File: src/shared/mszd_defines.vh
// Constants for the motor standstill detector: register offsets, field
// positions, reset values, value ranges and the sampling period.
// Assumes a 20 MHz system clock and a 32-bit AHB-Lite register bus.
`ifndef MSZD_DEFINES_VH
`define MSZD_DEFINES_VH

// Register byte offsets.
`define MSZD_ADDR_CTRL 6'h00
`define MSZD_ADDR_ZERO_LEVEL 6'h04
`define MSZD_ADDR_DEMAND_SW 6'h08
`define MSZD_ADDR_STATUS 6'h0c
`define MSZD_ADDR_IRQ_STATUS 6'h10
`define MSZD_ADDR_IRQ_CLEAR 6'h14
`define MSZD_ADDR_IRQ_ENABLE 6'h18
`define MSZD_ADDR_FEEDBACK 6'h1c

// Control register fields.
`define MSZD_CTRL_HOLD_EN 0
`define MSZD_CTRL_DEMAND_SW 1

// Status register fields.
`define MSZD_ST_SPEED_ZERO 0
`define MSZD_ST_DEMAND_ZERO 1
`define MSZD_ST_STOPPED 2
`define MSZD_ST_HOLD 3

// Interrupt event fields.
`define MSZD_EV_STOP_ENTER 0
`define MSZD_EV_STOP_LEAVE 1
`define MSZD_EV_HOLD_ENTER 2

// Reset values; levels are in hundredths of a percent.
`define MSZD_CTRL_RESET 2'h0
`define MSZD_ZERO_LEVEL_RESET 16'h00c8
`define MSZD_DEMAND_SW_RESET 16'h0000

// Ranges and hysteresis, in hundredths of a percent.
`define MSZD_ZERO_LEVEL_MAX 16'h2710
`define MSZD_DEMAND_MAX 16'h7530
`define MSZD_HYSTERESIS 17'h00032

// Sampling period of the comparators.
`define MSZD_SAMPLE_NS 1000
`define MSZD_CLK_NS 50
`define MSZD_SAMPLE_CYCLES (`MSZD_SAMPLE_NS / `MSZD_CLK_NS)

`endif

File: src/rtl/mszd_standstill.v
// Motor standstill detector: two hysteresis comparators against a zero
// level, a combined stopped flag, the stop-hold quench and an AHB-Lite
// register slave with a sticky interrupt.
// Assumes speed inputs are synchronous to clk, in hundredths of a percent.
//
// Added by the designer: the register offsets and the AHB-Lite register port.
`include "mszd_defines.vh"
`default_nettype none

// How it works
// - Speed flag set below zero level, hysteresis.
// - Demand flag set below zero level, hysteresis.
// - Stopped flag equals both near-zero flags.
// - Stopped with hold enabled quenches both loops.
// - Hold inhibits firing, keeps contactor and lamp.
// - Hold lasts until either input rises.
// - Not-stopped indication goes to enable logic.
// - Speed flag drives general output one.
// - Demand clamped +-300 percent, speed-loop source default.
// - Zero level 0 to 100 percent, default 2.
// - Hold enable defaults to disabled.
// - Zero level also switches the zero-speed relay.
// - Feedback comes from the feedback percent input.
module mszd_standstill #(
    parameter SAMPLE_CYCLES = `MSZD_SAMPLE_CYCLES
)(
    input wire clk,
    input wire reset_n,
    input wire hsel,
    input wire [31:0] haddr,
    input wire [1:0] htrans,
    input wire hwrite,
    input wire [2:0] hsize,
    input wire [31:0] hwdata,
    input wire hready,
    output wire hreadyout,
    output wire hresp,
    output reg [31:0] hrdata,
    input wire [15:0] feedback_speed_pct,
    input wire [15:0] speed_loop_demand,
    output reg speed_near_zero_flag,
    output reg demand_near_zero_flag,
    output wire motor_stopped_flag,
    output wire not_stopped,
    output wire general_output_one,
    output wire zero_speed_relay,
    output wire speed_loop_quench,
    output wire current_loop_quench,
    output wire firing_inhibit,
    output wire contactor_keep,
    output wire run_lamp_keep,
    output wire irq
);

    // ****************************************************************
    // Helpers
    // ****************************************************************

    // Magnitude of a signed hundredths value, one bit wider so that the
    // most negative code cannot wrap back to a small number.
    function [16:0] mag;
        input [15:0] v;
        begin
            if (v[15])
                mag = 17'h00000 - {v[15], v};
            else
                mag = {1'b0, v};
        end
    endfunction

    // One hysteresis comparator: set below the level, clear only above
    // level plus band, hold in between.
    function cmp_hyst;
        input old;
        input [16:0] val;
        input [16:0] lvl;
        begin
            if (val < lvl)
                cmp_hyst = 1'b1;
            else if (val > lvl + `MSZD_HYSTERESIS)
                cmp_hyst = 1'b0;
            else
                cmp_hyst = old;
        end
    endfunction

    // Limit a signed demand word to the documented span.
    function [15:0] clamp_demand;
        input [15:0] v;
        begin
            if (!v[15] && v > `MSZD_DEMAND_MAX)
                clamp_demand = `MSZD_DEMAND_MAX;
            else if (v[15] && mag(v) > {1'b0, `MSZD_DEMAND_MAX})
                clamp_demand = 16'h0000 - `MSZD_DEMAND_MAX;
            else
                clamp_demand = v;
        end
    endfunction

    // ****************************************************************
    // Registers and state
    // ****************************************************************

    reg [1:0] ctrl; // Hold enable and demand source select.
    reg [15:0] zero_level; // Zero level, hundredths of a percent.
    reg [15:0] demand_sw; // Software demand value.
    reg [2:0] irq_status; // Sticky event bits.
    reg [2:0] irq_enable; // Event mask, one enables.
    reg hold_active; // Stop-hold is in force.
    reg stopped_q; // Stopped flag one clock ago.
    reg [15:0] div_cnt; // Sample divider count.
    reg sample_tick; // One-cycle pulse per sample.
    reg dp_write; // A write data phase is pending.
    reg [5:0] dp_addr; // Address latched in the address phase.
    reg [31:0] next_rdata; // Read data chosen at the address phase.
    reg [2:0] next_irq_status; // Sticky bits after set and clear.
    wire [15:0] demand_src; // Demand actually compared.
    wire [2:0] events; // This cycle's events.
    wire addr_ok; // Address phase taken this cycle.

    // Single-cycle slave: every transfer completes without wait states.
    assign hreadyout = 1'b1;
    assign hresp = 1'b0;
    assign addr_ok = hsel && hready && htrans[1];

    // ****************************************************************
    // Sample divider
    // ****************************************************************

    // The comparators run on a slower control sample so the flags do not
    // chatter on every bus-clock step of a noisy feedback word.
    always @(posedge clk or negedge reset_n)
    begin
        if (!reset_n)
        begin
            div_cnt <= 16'h0000;
            sample_tick <= 1'b0;
        end
        else if (div_cnt == SAMPLE_CYCLES[15:0] - 16'h0001)
        begin
            div_cnt <= 16'h0000;
            sample_tick <= 1'b1;
        end
        else
        begin
            div_cnt <= div_cnt + 16'h0001;
            sample_tick <= 1'b0;
        end
    end

    // ****************************************************************
    // Comparators and standstill logic
    // ****************************************************************

    // Demand follows the speed loop unless software overrides it.
    assign demand_src = ctrl[`MSZD_CTRL_DEMAND_SW] ? demand_sw :
                        clamp_demand(speed_loop_demand);

    // Both flags update only on a sample tick and reset to false.
    always @(posedge clk or negedge reset_n)
    begin
        if (!reset_n)
        begin
            speed_near_zero_flag <= 1'b0;
            demand_near_zero_flag <= 1'b0;
        end
        else if (sample_tick)
        begin
            // Feedback is the feedback block's percent word.
            speed_near_zero_flag <= cmp_hyst(speed_near_zero_flag,
                mag(feedback_speed_pct), {1'b0, zero_level});
            demand_near_zero_flag <= cmp_hyst(demand_near_zero_flag,
                mag(demand_src), {1'b0, zero_level});
        end
    end

    // Stopped is purely the AND of the two flags.
    assign motor_stopped_flag = speed_near_zero_flag &&
                                demand_near_zero_flag;
    assign not_stopped = !motor_stopped_flag;
    assign general_output_one = speed_near_zero_flag;
    // The relay switches at the same programmed zero level.
    assign zero_speed_relay = speed_near_zero_flag;

    // Hold follows stopped while enabled; it drops one clock after either
    // flag drops, since stopped drops with it.
    always @(posedge clk or negedge reset_n)
    begin
        if (!reset_n)
        begin
            hold_active <= 1'b0;
            stopped_q <= 1'b0;
        end
        else
        begin
            hold_active <= motor_stopped_flag &&
                           ctrl[`MSZD_CTRL_HOLD_EN];
            stopped_q <= motor_stopped_flag;
        end
    end

    // Quench loops and gate firing, but keep the contactor and lamp.
    assign speed_loop_quench = hold_active;
    assign current_loop_quench = hold_active;
    assign firing_inhibit = hold_active;
    assign contactor_keep = hold_active;
    assign run_lamp_keep = hold_active;

    // ****************************************************************
    // Interrupts
    // ****************************************************************

    assign events[`MSZD_EV_STOP_ENTER] = motor_stopped_flag && !stopped_q;
    assign events[`MSZD_EV_STOP_LEAVE] = !motor_stopped_flag && stopped_q;
    assign events[`MSZD_EV_HOLD_ENTER] = motor_stopped_flag &&
        ctrl[`MSZD_CTRL_HOLD_EN] && !hold_active;

    // A clear write loses to an event in the same cycle, so no event is
    // ever dropped by a racing clear.
    always @*
    begin
        next_irq_status = irq_status;
        if (dp_write && dp_addr == `MSZD_ADDR_IRQ_CLEAR)
            next_irq_status = next_irq_status & ~hwdata[2:0];
        next_irq_status = next_irq_status | events;
    end

    assign irq = |(irq_status & irq_enable);

    // ****************************************************************
    // AHB-Lite register slave
    // ****************************************************************

    // Read data is picked from the address phase so that hrdata comes
    // straight from a flip-flop in the data phase.
    always @*
    begin
        next_rdata = 32'h00000000;
        case (haddr[5:0])
            `MSZD_ADDR_CTRL: next_rdata = {30'h00000000, ctrl};
            `MSZD_ADDR_ZERO_LEVEL: next_rdata = {16'h0000, zero_level};
            `MSZD_ADDR_DEMAND_SW: next_rdata = {16'h0000, demand_sw};
            `MSZD_ADDR_STATUS:
                next_rdata = {28'h0000000, hold_active, motor_stopped_flag,
                              demand_near_zero_flag, speed_near_zero_flag};
            `MSZD_ADDR_IRQ_STATUS: next_rdata = {29'h00000000, irq_status};
            `MSZD_ADDR_IRQ_ENABLE: next_rdata = {29'h00000000, irq_enable};
            `MSZD_ADDR_FEEDBACK:
                next_rdata = {16'h0000, feedback_speed_pct};
            default: next_rdata = 32'h00000000;
        endcase
    end

    // Address phase capture, read data and register writes.
    always @(posedge clk or negedge reset_n)
    begin
        if (!reset_n)
        begin
            dp_write <= 1'b0;
            dp_addr <= 6'h00;
            hrdata <= 32'h00000000;
            ctrl <= `MSZD_CTRL_RESET;
            zero_level <= `MSZD_ZERO_LEVEL_RESET;
            demand_sw <= `MSZD_DEMAND_SW_RESET;
            irq_status <= 3'h0;
            irq_enable <= 3'h0;
        end
        else
        begin
            irq_status <= next_irq_status;
            if (hready)
            begin
                dp_write <= addr_ok && hwrite;
                dp_addr <= haddr[5:0];
                if (addr_ok && !hwrite)
                    hrdata <= haddr[31:6] == 26'h0000000 ? next_rdata :
                              32'h00000000;
            end
            // Writes land at the end of the data phase; unmapped and
            // read-only offsets are ignored.
            if (dp_write)
            begin
                case (dp_addr)
                    `MSZD_ADDR_CTRL: ctrl <= hwdata[1:0];
                    `MSZD_ADDR_ZERO_LEVEL:
                    begin
                        // Values past 100 percent are clipped.
                        if (hwdata[15:0] > `MSZD_ZERO_LEVEL_MAX)
                            zero_level <= `MSZD_ZERO_LEVEL_MAX;
                        else
                            zero_level <= hwdata[15:0];
                    end
                    `MSZD_ADDR_DEMAND_SW:
                        demand_sw <= clamp_demand(hwdata[15:0]);
                    `MSZD_ADDR_IRQ_ENABLE: irq_enable <= hwdata[2:0];
                    // Clear, status and unmapped offsets store nothing
                    // here; touching dp_write would drop a write that
                    // is taken in this same cycle.
                    default: ;
                endcase
            end
        end
    end

endmodule

`default_nettype wire

File: config.mk
export PLATFORM = sky130hd
export DESIGN_NAME = mszd_standstill
export DESIGN_NICKNAME = d
export VERILOG_FILES = /design/src/rtl/mszd_standstill.v
export VERILOG_INCLUDE_DIRS = /design/src /design/src/shared
export SDC_FILE = /design/constraint.sdc
export NUM_CORES = 1
export LEC_CHECK = 0
export ABC_AREA = 1
export ABC_CLOCK_PERIOD_IN_PS = 5600
export BUFFER_PORTS_ARGS = -buffer_cell sky130_fd_sc_hd__buf_2
export CAP_MARGIN = 20
export CORE_AREA = 3 3 116 118
export CTS_CLUSTER_SIZE = 25
export DETAILED_ROUTE_END_ITERATION = 10
export DIE_AREA = 0 0 119 121
export HOLD_SLACK_MARGIN = 0.06
export MAX_ROUTING_LAYER = met4
export PLACE_DENSITY_LB_ADDON = 0.08
export SYNTH_ARGS = -nofsm -noshare
export SYNTH_HDL_FRONTEND = slang
export SYNTH_SLANG_ARGS = --single-unit
File: constraint.sdc
create_clock -name clk -period 5.6 [get_ports clk]
set_clock_uncertainty 0.05 [all_clocks]
set_input_delay 0.84 -clock clk [delete_from_list [all_inputs] [get_ports clk]]
set_output_delay 0.84 -clock clk [all_outputs]
set_load 0.03 [all_outputs]
== Word level (Yosys, flattened, before mapping) ==
Index checks and enable logic that the tools add are counted.
Word-level totals
  logic and storage cells: 102
  bits in latches: 0
  ROM bits: 0
  memory bits (writable): 0
  memories kept: 0
  bits in registers: 100
  bits of input ports: 106
Operators by class
  add/sub/neg operators: 6
  bitwise logic cells: 4
  divide/modulo/power cells: 0
  shift operators: 0
  eq/ne operators: 11
  magnitude comparators: 9
  mux-type cells: 25
  multipliers: 0
  reduce and logical (&&, ||, !) cells: 33
Operators by type and width (number)
  17-bit two-way mux: 10
  16-bit two-way mux: 7
  16-bit case mux with 7 select lines: 1
  1-bit by 16-bit subtractor with 17-bit output (first input constant): 4
  17-bit by 15-bit > comparator with 1-bit output (second input constant): 2
  17-bit > comparator: 2
  17-bit by 16-bit less-than comparator with 1-bit output: 2
  16-bit by 15-bit > comparator with 1-bit output (second input constant): 2
  32-bit two-way mux: 1
  6-bit by 5-bit == test with 1-bit output (second input constant): 5
  26-bit logical NOT: 1
  6-bit by 4-bit == test with 1-bit output (second input constant): 3
  16-bit by 6-bit adder with 17-bit output (second input constant): 1
  16-bit by 1-bit adder with 16-bit output (second input constant): 1
  16-bit by 5-bit == test with 1-bit output (second input constant): 1
  16-bit by 14-bit > comparator with 1-bit output (second input constant): 1
  1-bit logical AND: 14
  2-bit AND reduction: 7
  6-bit by 3-bit == test with 1-bit output (second input constant): 2
  6-bit logical NOT: 2
  3-bit AND: 2
  1-bit logical NOT: 6
  1-bit two-way mux: 5
  2-bit nonzero test: 2
  4 further kinds: 4

== Longest topological paths before layout ==
Gate-level depths: netlist of the first run.
  depth after elaboration: 14
  mapped depth: 36

== Least setup slack after synthesis of the first run ==
Ideal clock, no wire load.
  path type: input-to-reg
  start point: input speed_loop_demand[0]
  end point: register demand_near_zero_flag
  cell stages on the path: 33
  buffers on the path: 1
  slack: 1.102 ns
  data arrival time: 4.382 ns
  setup time: 0.065 ns
  data required time: 5.485 ns
  path through: inv_1 ha_1 nand3_2 nand2_2 nand3_1 nand2_1 inv_2 nor2_4 nand3_1 nand2_1 nand2_1 nand2_2 nand2_4 buf_8 nand2_1 o21ai_1 inv_1 ha_1 nand3_1 nor2_1 nand2_1 nor2_4 nand2_2 nand2_2 nand2_1 nand2_1 nand2_1 ha_1 nand4_1 or4_1 o211ai_1 nand2_1 nand2_1
Between the ends
  cells in the longest elaborated chain, start to end: 14
Ends and longest elaborated chain
  from (decl): line mszd_standstill.v:40  | input wire [15:0] speed_loop_demand,
  1-bit by 16-bit subtractor with 17-bit output: line mszd_standstill.v:65  | mag = 17'h00000 - {v[15], v};
  17-bit two-way mux: line mszd_standstill.v:64  | if (v[15])
  17-bit two-way mux: line mszd_standstill.v:91  | if (!v[15] && v > `MSZD_DEMAND_MAX)
  17-bit by 15-bit > comparator with 1-bit output: line mszd_standstill.v:93  | else if (v[15] && mag(v) > {1'b0, `MSZD_DEMAND_MAX})
  1-bit logical AND: line mszd_standstill.v:93
  16-bit two-way mux: line mszd_standstill.v:93
  16-bit two-way mux (*): line mszd_standstill.v:91
  16-bit two-way mux (*): line mszd_standstill.v:156  | assign demand_src = ctrl[`MSZD_CTRL_DEMAND_SW] ? demand_sw :
  1-bit by 16-bit subtractor with 17-bit output: line mszd_standstill.v:65
  17-bit two-way mux (*): line mszd_standstill.v:64
  17-bit two-way mux (*): line mszd_standstill.v:167  | else if (sample_tick)
  17-bit by 16-bit less-than comparator with 1-bit output / 17-bit > comparator (equally long branches)
  2-bit nonzero test (no line)
  2-bit AND reduction (no line)
  to (signal assigned): line mszd_standstill.v:172  | demand_near_zero_flag <= cmp_hyst(demand_near_zero_flag,
  to (decl): line mszd_standstill.v:42  | output reg demand_near_zero_flag,
Every way passes the cells marked *; elsewhere a longest branch is shown, timed or not. The select of a mux whose other input is x is not followed.
A chain may end at the register's enable or synchronous reset.

== Final worst setup path of the first run ==
Same ends and word-level chain as after synthesis.

==> qor.csv, run 1 <==
stage,metric,value,unit
final_layout,fillers,1155,
floorplan,die height,121,um
worst_setup_path,Reg2Reg Setup Slack,1.82,ns
clock_tree,# resized after CTS,0,
clock_tree,CTS tree,done,
floorplan,# rows,41,
sta,"Slew Viols, Final",0,
sta,Tcrit/Tclk final,86.1,%
worst_setup_path,Crit path required time,5.84,ns
sta,Hold Slack,0.386,ns
clock_tree,Max Root-Sink Buffers,2,
job,max-cap violations,0,
synthesis,largest cells by area after synthesis,"dfrtp_1, ha_1, nand2_1",
clock_tree,Root Buffer,clkbuf_16,
hold_path,worst min path class,in2async,
synthesis,YS warnings,0,
worst_setup_path,Reg2Reg Launch Point,ctrl[1]$_DFFE_PN0P_,
synthesis,asr flop ratio synth,100,%
worst_setup_path,most frequent CP cell,nand2_1,
floorplan,starting density of the core,60.9,%
final_layout,area grow syn2layout,12.4,%
sta,Max Freq,207,MHz
clock_tree,worst skew pair latency,0.35,ns
routing,DRT antenna net count,0,
routing,vias per cell,5.56,
clock_tree,Post-CTS Setup Inserts,0,
grt,Tot GR Track Use,30.6,%
routing,# DRC,0,
worst_setup_path,Setup crit start,speed_loop_demand[0],
routing,1st-iter DRT viols,578,
grt,Overflow after GRT,0,
worst_setup_path,Worst Reg2Reg Path Length in Cells,21,
worst_setup_path,CP Max Fanout,14,
sta,Worst-Margin Slew,0.772,ns
floorplan,Die ar.,14400,um2
floorplan,Ports,152,
synthesis,synth unique cells,50,
routing,Avg WL per Cell,15.4,um
final_layout,Multi-input gate area,4760,um2
placed_design,IO buf count,113,
synthesis,Yosys top cell by area,dfrtp_1,
routing,drt pass-1 iters,5,
synthesis,dominant synthesized flop cell,dfrtp_1,
final_layout,share of cells above drive strength 1,14.3,%
routing,Via Count,7646,
synthesis,"Seq/Total Area, Yosys",27.5,%
synthesis,most frequent cell after synthesis,nand2_1,
synthesis,share of the synthesized area in the top cell type,26.5,%
clock_tree,hold_buf cts,0,
sta,Final min period,4.82,ns
final_layout,final net count,1374,
synthesis,Synth top cells by count,"nand2_1, inv_1, nor2_1",
synthesis,Post-Syn Area,7650,um2
synthesis,Synth Register Bits,84,
floorplan,core area,12600,um2
pwr,power density over the cells,309,nW/um2
worst_setup_path,CP endpoint kind,flip-flop,
routing,Post-Route WL,21200,um
placed_design,Placer Congestion,0.975,
worst_setup_path,WP data arrival,5.06,ns
worst_setup_path,"Largest stage delay, worst path",0.60,ns
floorplan,Chip Width,119,um
clock_tree,clk sinks,84,
synthesis,Syn Inst Count,1095,
pwr,Lkg Pwr,0.00463,uW
worst_setup_path,CP max-delay cell,or4_1,
placed_design,dpl hpwl,16700,um
final_layout,n_diodes,0,
grt,initial antenna violation count,0,
grt,first-pass GRT wire length,34700,um
worst_setup_path,worst reg2reg endpoint,demand_near_zero_flag$_DFFE_PN0P_,
sta,unrepaired setup endpoints after global routing,false,
clock_tree,H-tree lvl count,3,
sta,final hold vios,0,
final_layout,Reg area,2110,um2
pwr,Max IR drop VDD,0.000213,V
sta,post-route setup TNS,0,ns
synthesis,Mean Syn Cell Area,6.99,um2
sta,worst slew margin relative to its limit,48.2,%
sta,setup violators final,0,
synthesis,Post-synth EDFFs,0,
clock_tree,total CTS buffers,9,
grt,vias in the first global route,7205,
grt,largest net degree at the start of global routing,51,
outcome,status,finished clean,
clock_tree,"CTS clk-pin slew, worst paths",0.07,ns
worst_setup_path,CP startpoint kind,input pin,
worst_setup_path,CP Class,in2reg,
area by class of cell:
cell class / instances / area share [%]
timing repair buffer: 117 / 6.95
multi-input combinational: 830 / 55.3
sequential: 84 / 24.5
inverter: 155 / 6.76
clock buffer: 10 / 2.66
clock inverter: 6 / 1.31
tap: 172 / 2.50
metal layers:
| layer | share of wire [%] | GRT usage, % |
|---|---|---|
| met5 | 0 | - |
| met4 | 2.9 | 11.9 |
| met3 | 6.6 | 3.73 |
| met2 | 47 | 50.1 |
| met1 | 43 | 39.1 |
worst max path at each step:
stage | endpoint | slack (ns) | cells after the start
final | demand_near_zero_flag$_DFFE_PN0P_ | 0.78 | 33
after global routing | demand_near_zero_flag$_DFFE_PN0P_ | 0.29 | 33
after CTS | demand_near_zero_flag$_DFFE_PN0P_ | 0.84 | 33
after detailed placement | demand_near_zero_flag$_DFFE_PN0P_ | 0.48 | 33
after global placement | demand_near_zero_flag$_DFFE_PN0P_ | 0.61 | 33
after floorplan | demand_near_zero_flag$_DFFE_PN0P_ | 1.10 | 33
logic make-up after synthesis:
| kind of cell | count (synthesis) | synth area share [%] |
|---|---|---|
| AOI/OAI and AO/OA | 220 | 16.4 |
| xor gates and xnor gates | 49 | 5.61 |
| buffers and inverters | 199 | 11.1 |
| and+or+nand+nor | 467 | 27.2 |
| adders and majority gates | 71 | 11.6 |
| muxes | 3 | 0.442 |
| other | 2 | 0.0982 |
| DFF | 84 | 27.5 |
state kept, by name (all words and copies together), names as in the netlist, 2 cells and up:
register / flops
irq_status: 3
dp_addr: 6
zero_level: 16
hrdata: 16
demand_sw: 16
ctrl: 2
irq_enable: 3
div_cnt: 16
critical path: cells and delay by family:
kind	cells	cell delay (ns)
compound gates	2	0.29
buf+inv	4	0.40
simple gates	24	2.75
fa+ha+maj	3	0.77
cell usage in the layout, fill, tap and decap left out, drive strengths merged, types with 18 or more instances in the layout:
| cell | n |
|---|---|
| dfrtp | 81 |
| buf | 117 |
| ha | 71 |
| nand2 | 226 |
| conb | 20 |
| nand3 | 69 |
| a21oi | 57 |
| nor3 | 20 |
| inv | 152 |
| o22ai | 18 |
| xor2 | 34 |
| nor2 | 110 |
| o21ai | 103 |
| nand4 | 20 |
metrics by stage:
step	cells	util (%)	setup slack, ns	power (uW)	area, um2
after CTS	1374	68.4	0.841	2650	8600
final	1374	68.4	0.780	2660	8600
after floorplan	1113	-	1.10	1640	7720
after detailed placement	1358	65.7	0.481	1940	8260
after global placement	1358	65.7	0.606	1910	8260
after global routing	1374	68.4	0.293	2860	8600
power breakdown:
| part | internal [uW] | leakage (uW) | switching [uW] | total (uW) |
|---|---|---|---|---|
| registers | 667 | 0.000973 | 53.2 | 720 |
| clock network | 437 | 0.000167 | 259 | 696 |
| logic | 443 | 0.00349 | 799 | 1240 |
| total | 1550 | 0.00463 | 1110 | 2660 |
Power figures use the tool's default switching activity.
==> inputs of run 2 (changes only) <==
--- a/config.mk
+++ b/config.mk
@@ -12,6 +12,6 @@
 export CAP_MARGIN = 20
-export CORE_AREA = 3 3 116 118
+export CORE_AREA = 3 3 134 103
 export CTS_CLUSTER_SIZE = 25
 export DETAILED_ROUTE_END_ITERATION = 10
-export DIE_AREA = 0 0 119 121
+export DIE_AREA = 0 0 137 106
 export HOLD_SLACK_MARGIN = 0.06
--- a/constraint.sdc
+++ b/constraint.sdc
@@ -4,2 +4,2 @@
 set_output_delay 0.84 -clock clk [all_outputs]
-set_load 0.03 [all_outputs]
+set_load 0.1 [all_outputs]
==> run 2 against run 1 <==
Via count increased by 0.48%. Sequential share of layout area is 0.10 points higher. Clock-buffer cell count is the same. Wire length is 2.4% higher. First-iteration DRC count rose by 8.5%. Final cell count decreased by 0.44%. Register-to-register slack is essentially flat. Total power is 4.3% higher. Sequential power up 0.6%. Combinational power grew 16%. Worst setup slack worse by 0.056 ns. Non-clock buffer count did not move.
==> qor.csv, run 2 (synthesis results as in run 1) <==
stage,metric,value,unit,change
outcome,status,finished clean,,
worst_setup_path,WP data arrival,5.11,ns,+0.05 ns
grt,first-pass GRT wire length,34900,um,+0.60%
pwr,reported net switching power,1340,uW,+20%
floorplan,core area,12400,um2,-1.0%
clock_tree,CTS tree,done,,
sta,Final min period,4.88,ns,+0.0561 ns
sta,post-route setup TNS,0,ns,unchanged
worst_setup_path,Worst Reg2Reg Path Length in Cells,22,,+4.8%
routing,1st-iter DRT viols,627,,+8.5%
job,max-cap violations,0,,unchanged
final_layout,area grow syn2layout,12.0,%,
final_layout,final net count,1374,,unchanged
clock_tree,H-tree lvl count,3,,unchanged
grt,Tot GR Track Use,30.7,%,+0.052 points
worst_setup_path,most frequent CP cell,nand2_1,,
final_layout,"commonest non-fill, non-tap cells in the layout","nand2_1, inv_1, buf_2",,
worst_setup_path,Crit path required time,5.84,ns,about the same
clock_tree,total CTS buffers,9,,unchanged
pwr,Comb pwr share,52.1,%,+5.4 points
sta,Max Freq,205,MHz,-1.1%
sta,Hold Slack,0.371,ns,-0.0143 ns
pwr,Clock Power Share,21.7,%,-4.5 points
grt,largest net degree at the start of global routing,85,,+67%
routing,DRT antenna net count,0,,unchanged
clock_tree,clk sinks,84,,unchanged
final_layout,n_diodes,0,,unchanged
placed_design,IO buf count,113,,unchanged
worst_setup_path,CP endpoint kind,flip-flop,,
pwr,Max IR drop VDD,0.000511,V,+140%
worst_setup_path,CP startpoint kind,input pin,,
final_layout,fin util,68.9,%,+0.44 points
routing,# DRC,0,,unchanged
pwr,switch share,48.3,%,+6.5 points
sta,setup violators final,0,,unchanged
floorplan,Ports,152,,unchanged
clock_tree,Root Buffer,clkbuf_16,,
worst_setup_path,"Largest stage delay, worst path",0.58,ns,-0.02 ns
pwr,Pint,1430,uW,-7.4%
sta,Tcrit/Tclk final,87.1,%,+1.0 points
floorplan,Chip Width,137,um,+15%
worst_setup_path,CP Max Fanout,14,,unchanged
placed_design,placed cell areas,8250,um2,-0.18%
clock_tree,worst skew pair latency,0.35,ns,about the same
floorplan,# rows,35,,-15%
worst_setup_path,"delay-heaviest family, CP",simple AND/OR/NAND/NOR gates,,
floorplan,die height,106,um,-12%
pwr,Reg power frac,26.1,%,-1.0 points
worst_setup_path,crit path buf inv count,4,,unchanged
worst_setup_path,Reg2Reg Setup Slack,1.83,ns,about the same
floorplan,starting density of the core,61.5,%,+0.64 points
sta,unrepaired setup endpoints after global routing,false,,
worst_setup_path,CP max-delay cell,or4_1,,
sta,worst slew margin relative to its limit,54.2,%,+6.0 points
clock_tree,Max Root-Sink Buffers,2,,unchanged
clock_tree,"CTS clk-pin slew, worst paths",0.07,ns,about the same
grt,Overflow after GRT,0,,unchanged
pwr,Lkg Pwr,0.00461,uW,-0.29%
placed_design,Placer Congestion,0.944,,-3.2%
sta,final hold vios,0,,unchanged
clock_tree,# resized after CTS,0,,unchanged
routing,Post-Route WL,21700,um,+2.4%
placed_design,dpl hpwl,17200,um,+3.2%
final_layout,share of cells above drive strength 1,14.4,%,+0.083 points
routing,Via Count,7683,,+0.48%
clock_tree,hold_buf cts,0,,unchanged
worst_setup_path,cell count along the critical path,33,,unchanged
routing,drt pass-1 iters,5,,unchanged
hold_path,worst min path class,in2async,,
final_layout,final instance area,8570,um2,-0.41%
routing,vias per cell,5.62,,+0.92%
routing,Avg WL per Cell,15.9,um,+2.8%
sta,Worst-Margin Slew,0.683,ns,-0.0892 ns
worst_setup_path,CP Class,in2reg,,
final_layout,"commonest non-fill, non-tap cell in the layout",nand2_1,,
grt,vias in the first global route,6940,,-3.7%
clock_tree,Post-CTS Setup Inserts,0,,unchanged
sta,"Slew Viols, Final",0,,unchanged
grt,initial antenna violation count,1,,+1
floorplan,Die ar.,14500,um2,+0.85%
pwr,power density over the cells,323,nW/um2,+4.7%
run 2: layout make-up:
| cell class | instances | area, um2 |
|---|---|---|
| multi-input cells | 830 | 4760 |
| fillers | 1152 | 3870 |
| flip-flops and latches | 84 | 2110 |
| repair buffers | 117 | 618 |
| inverters | 155 | 582 |
| clock buffers | 10 | 239 |
| well taps | 166 | 208 |
| clock inverters | 6 | 55.1 |
run 2: final timing paths:
kind	from	to
max in group asynchronous	reset_n	zero_level[7]$_DFFE_PN1P_
worst min-delay path	reset_n	div_cnt[13]$_DFF_PN0_
worst min register to register	stopped_q$_DFF_PN0_	irq_status[0]$_DFF_PN0_
worst max-delay path	speed_loop_demand[0]	demand_near_zero_flag$_DFFE_PN0P_
worst max register to register	ctrl[1]$_DFFE_PN0P_	demand_near_zero_flag$_DFFE_PN0P_
min in group clk	stopped_q$_DFF_PN0_	irq_status[0]$_DFF_PN0_
run 2: metal layers:
layer  up-vias  wire length [um]  share of wire [%]  GRT usage [%]
met5         -                 0                  0              -
met4         0               191               0.88           4.99
li1       3828                 -                  -              -
met1      3556             10400                 48           46.3
met3        22              1610                7.4           4.21
met2       277              9500                 44           44.5
run 2: metrics by stage:
stage               power [uW]  worst slack (ns)  instances
floorplan                 1830              1.08       1113
global placement          2100             0.560       1351
detailed placement        2130             0.484       1351
CTS                       2740             0.814       1367
global route              2970             0.271       1368
finish                    2770             0.724       1368
run 2: power by group through the flow:
| stage | clock, uW | combinational, uW | sequential [uW] |
|---|---|---|---|
| 6_report | 602 | 1440 | 724 |
| 3_5_place_dp | 0 | 1400 | 733 |
| 4_1_cts | 600 | 1420 | 722 |
| 5_1_grt | 629 | 1610 | 730 |
| 3_3_place_gp | 0 | 1360 | 731 |
| 2_1_floorplan | 0 | 1060 | 766 |
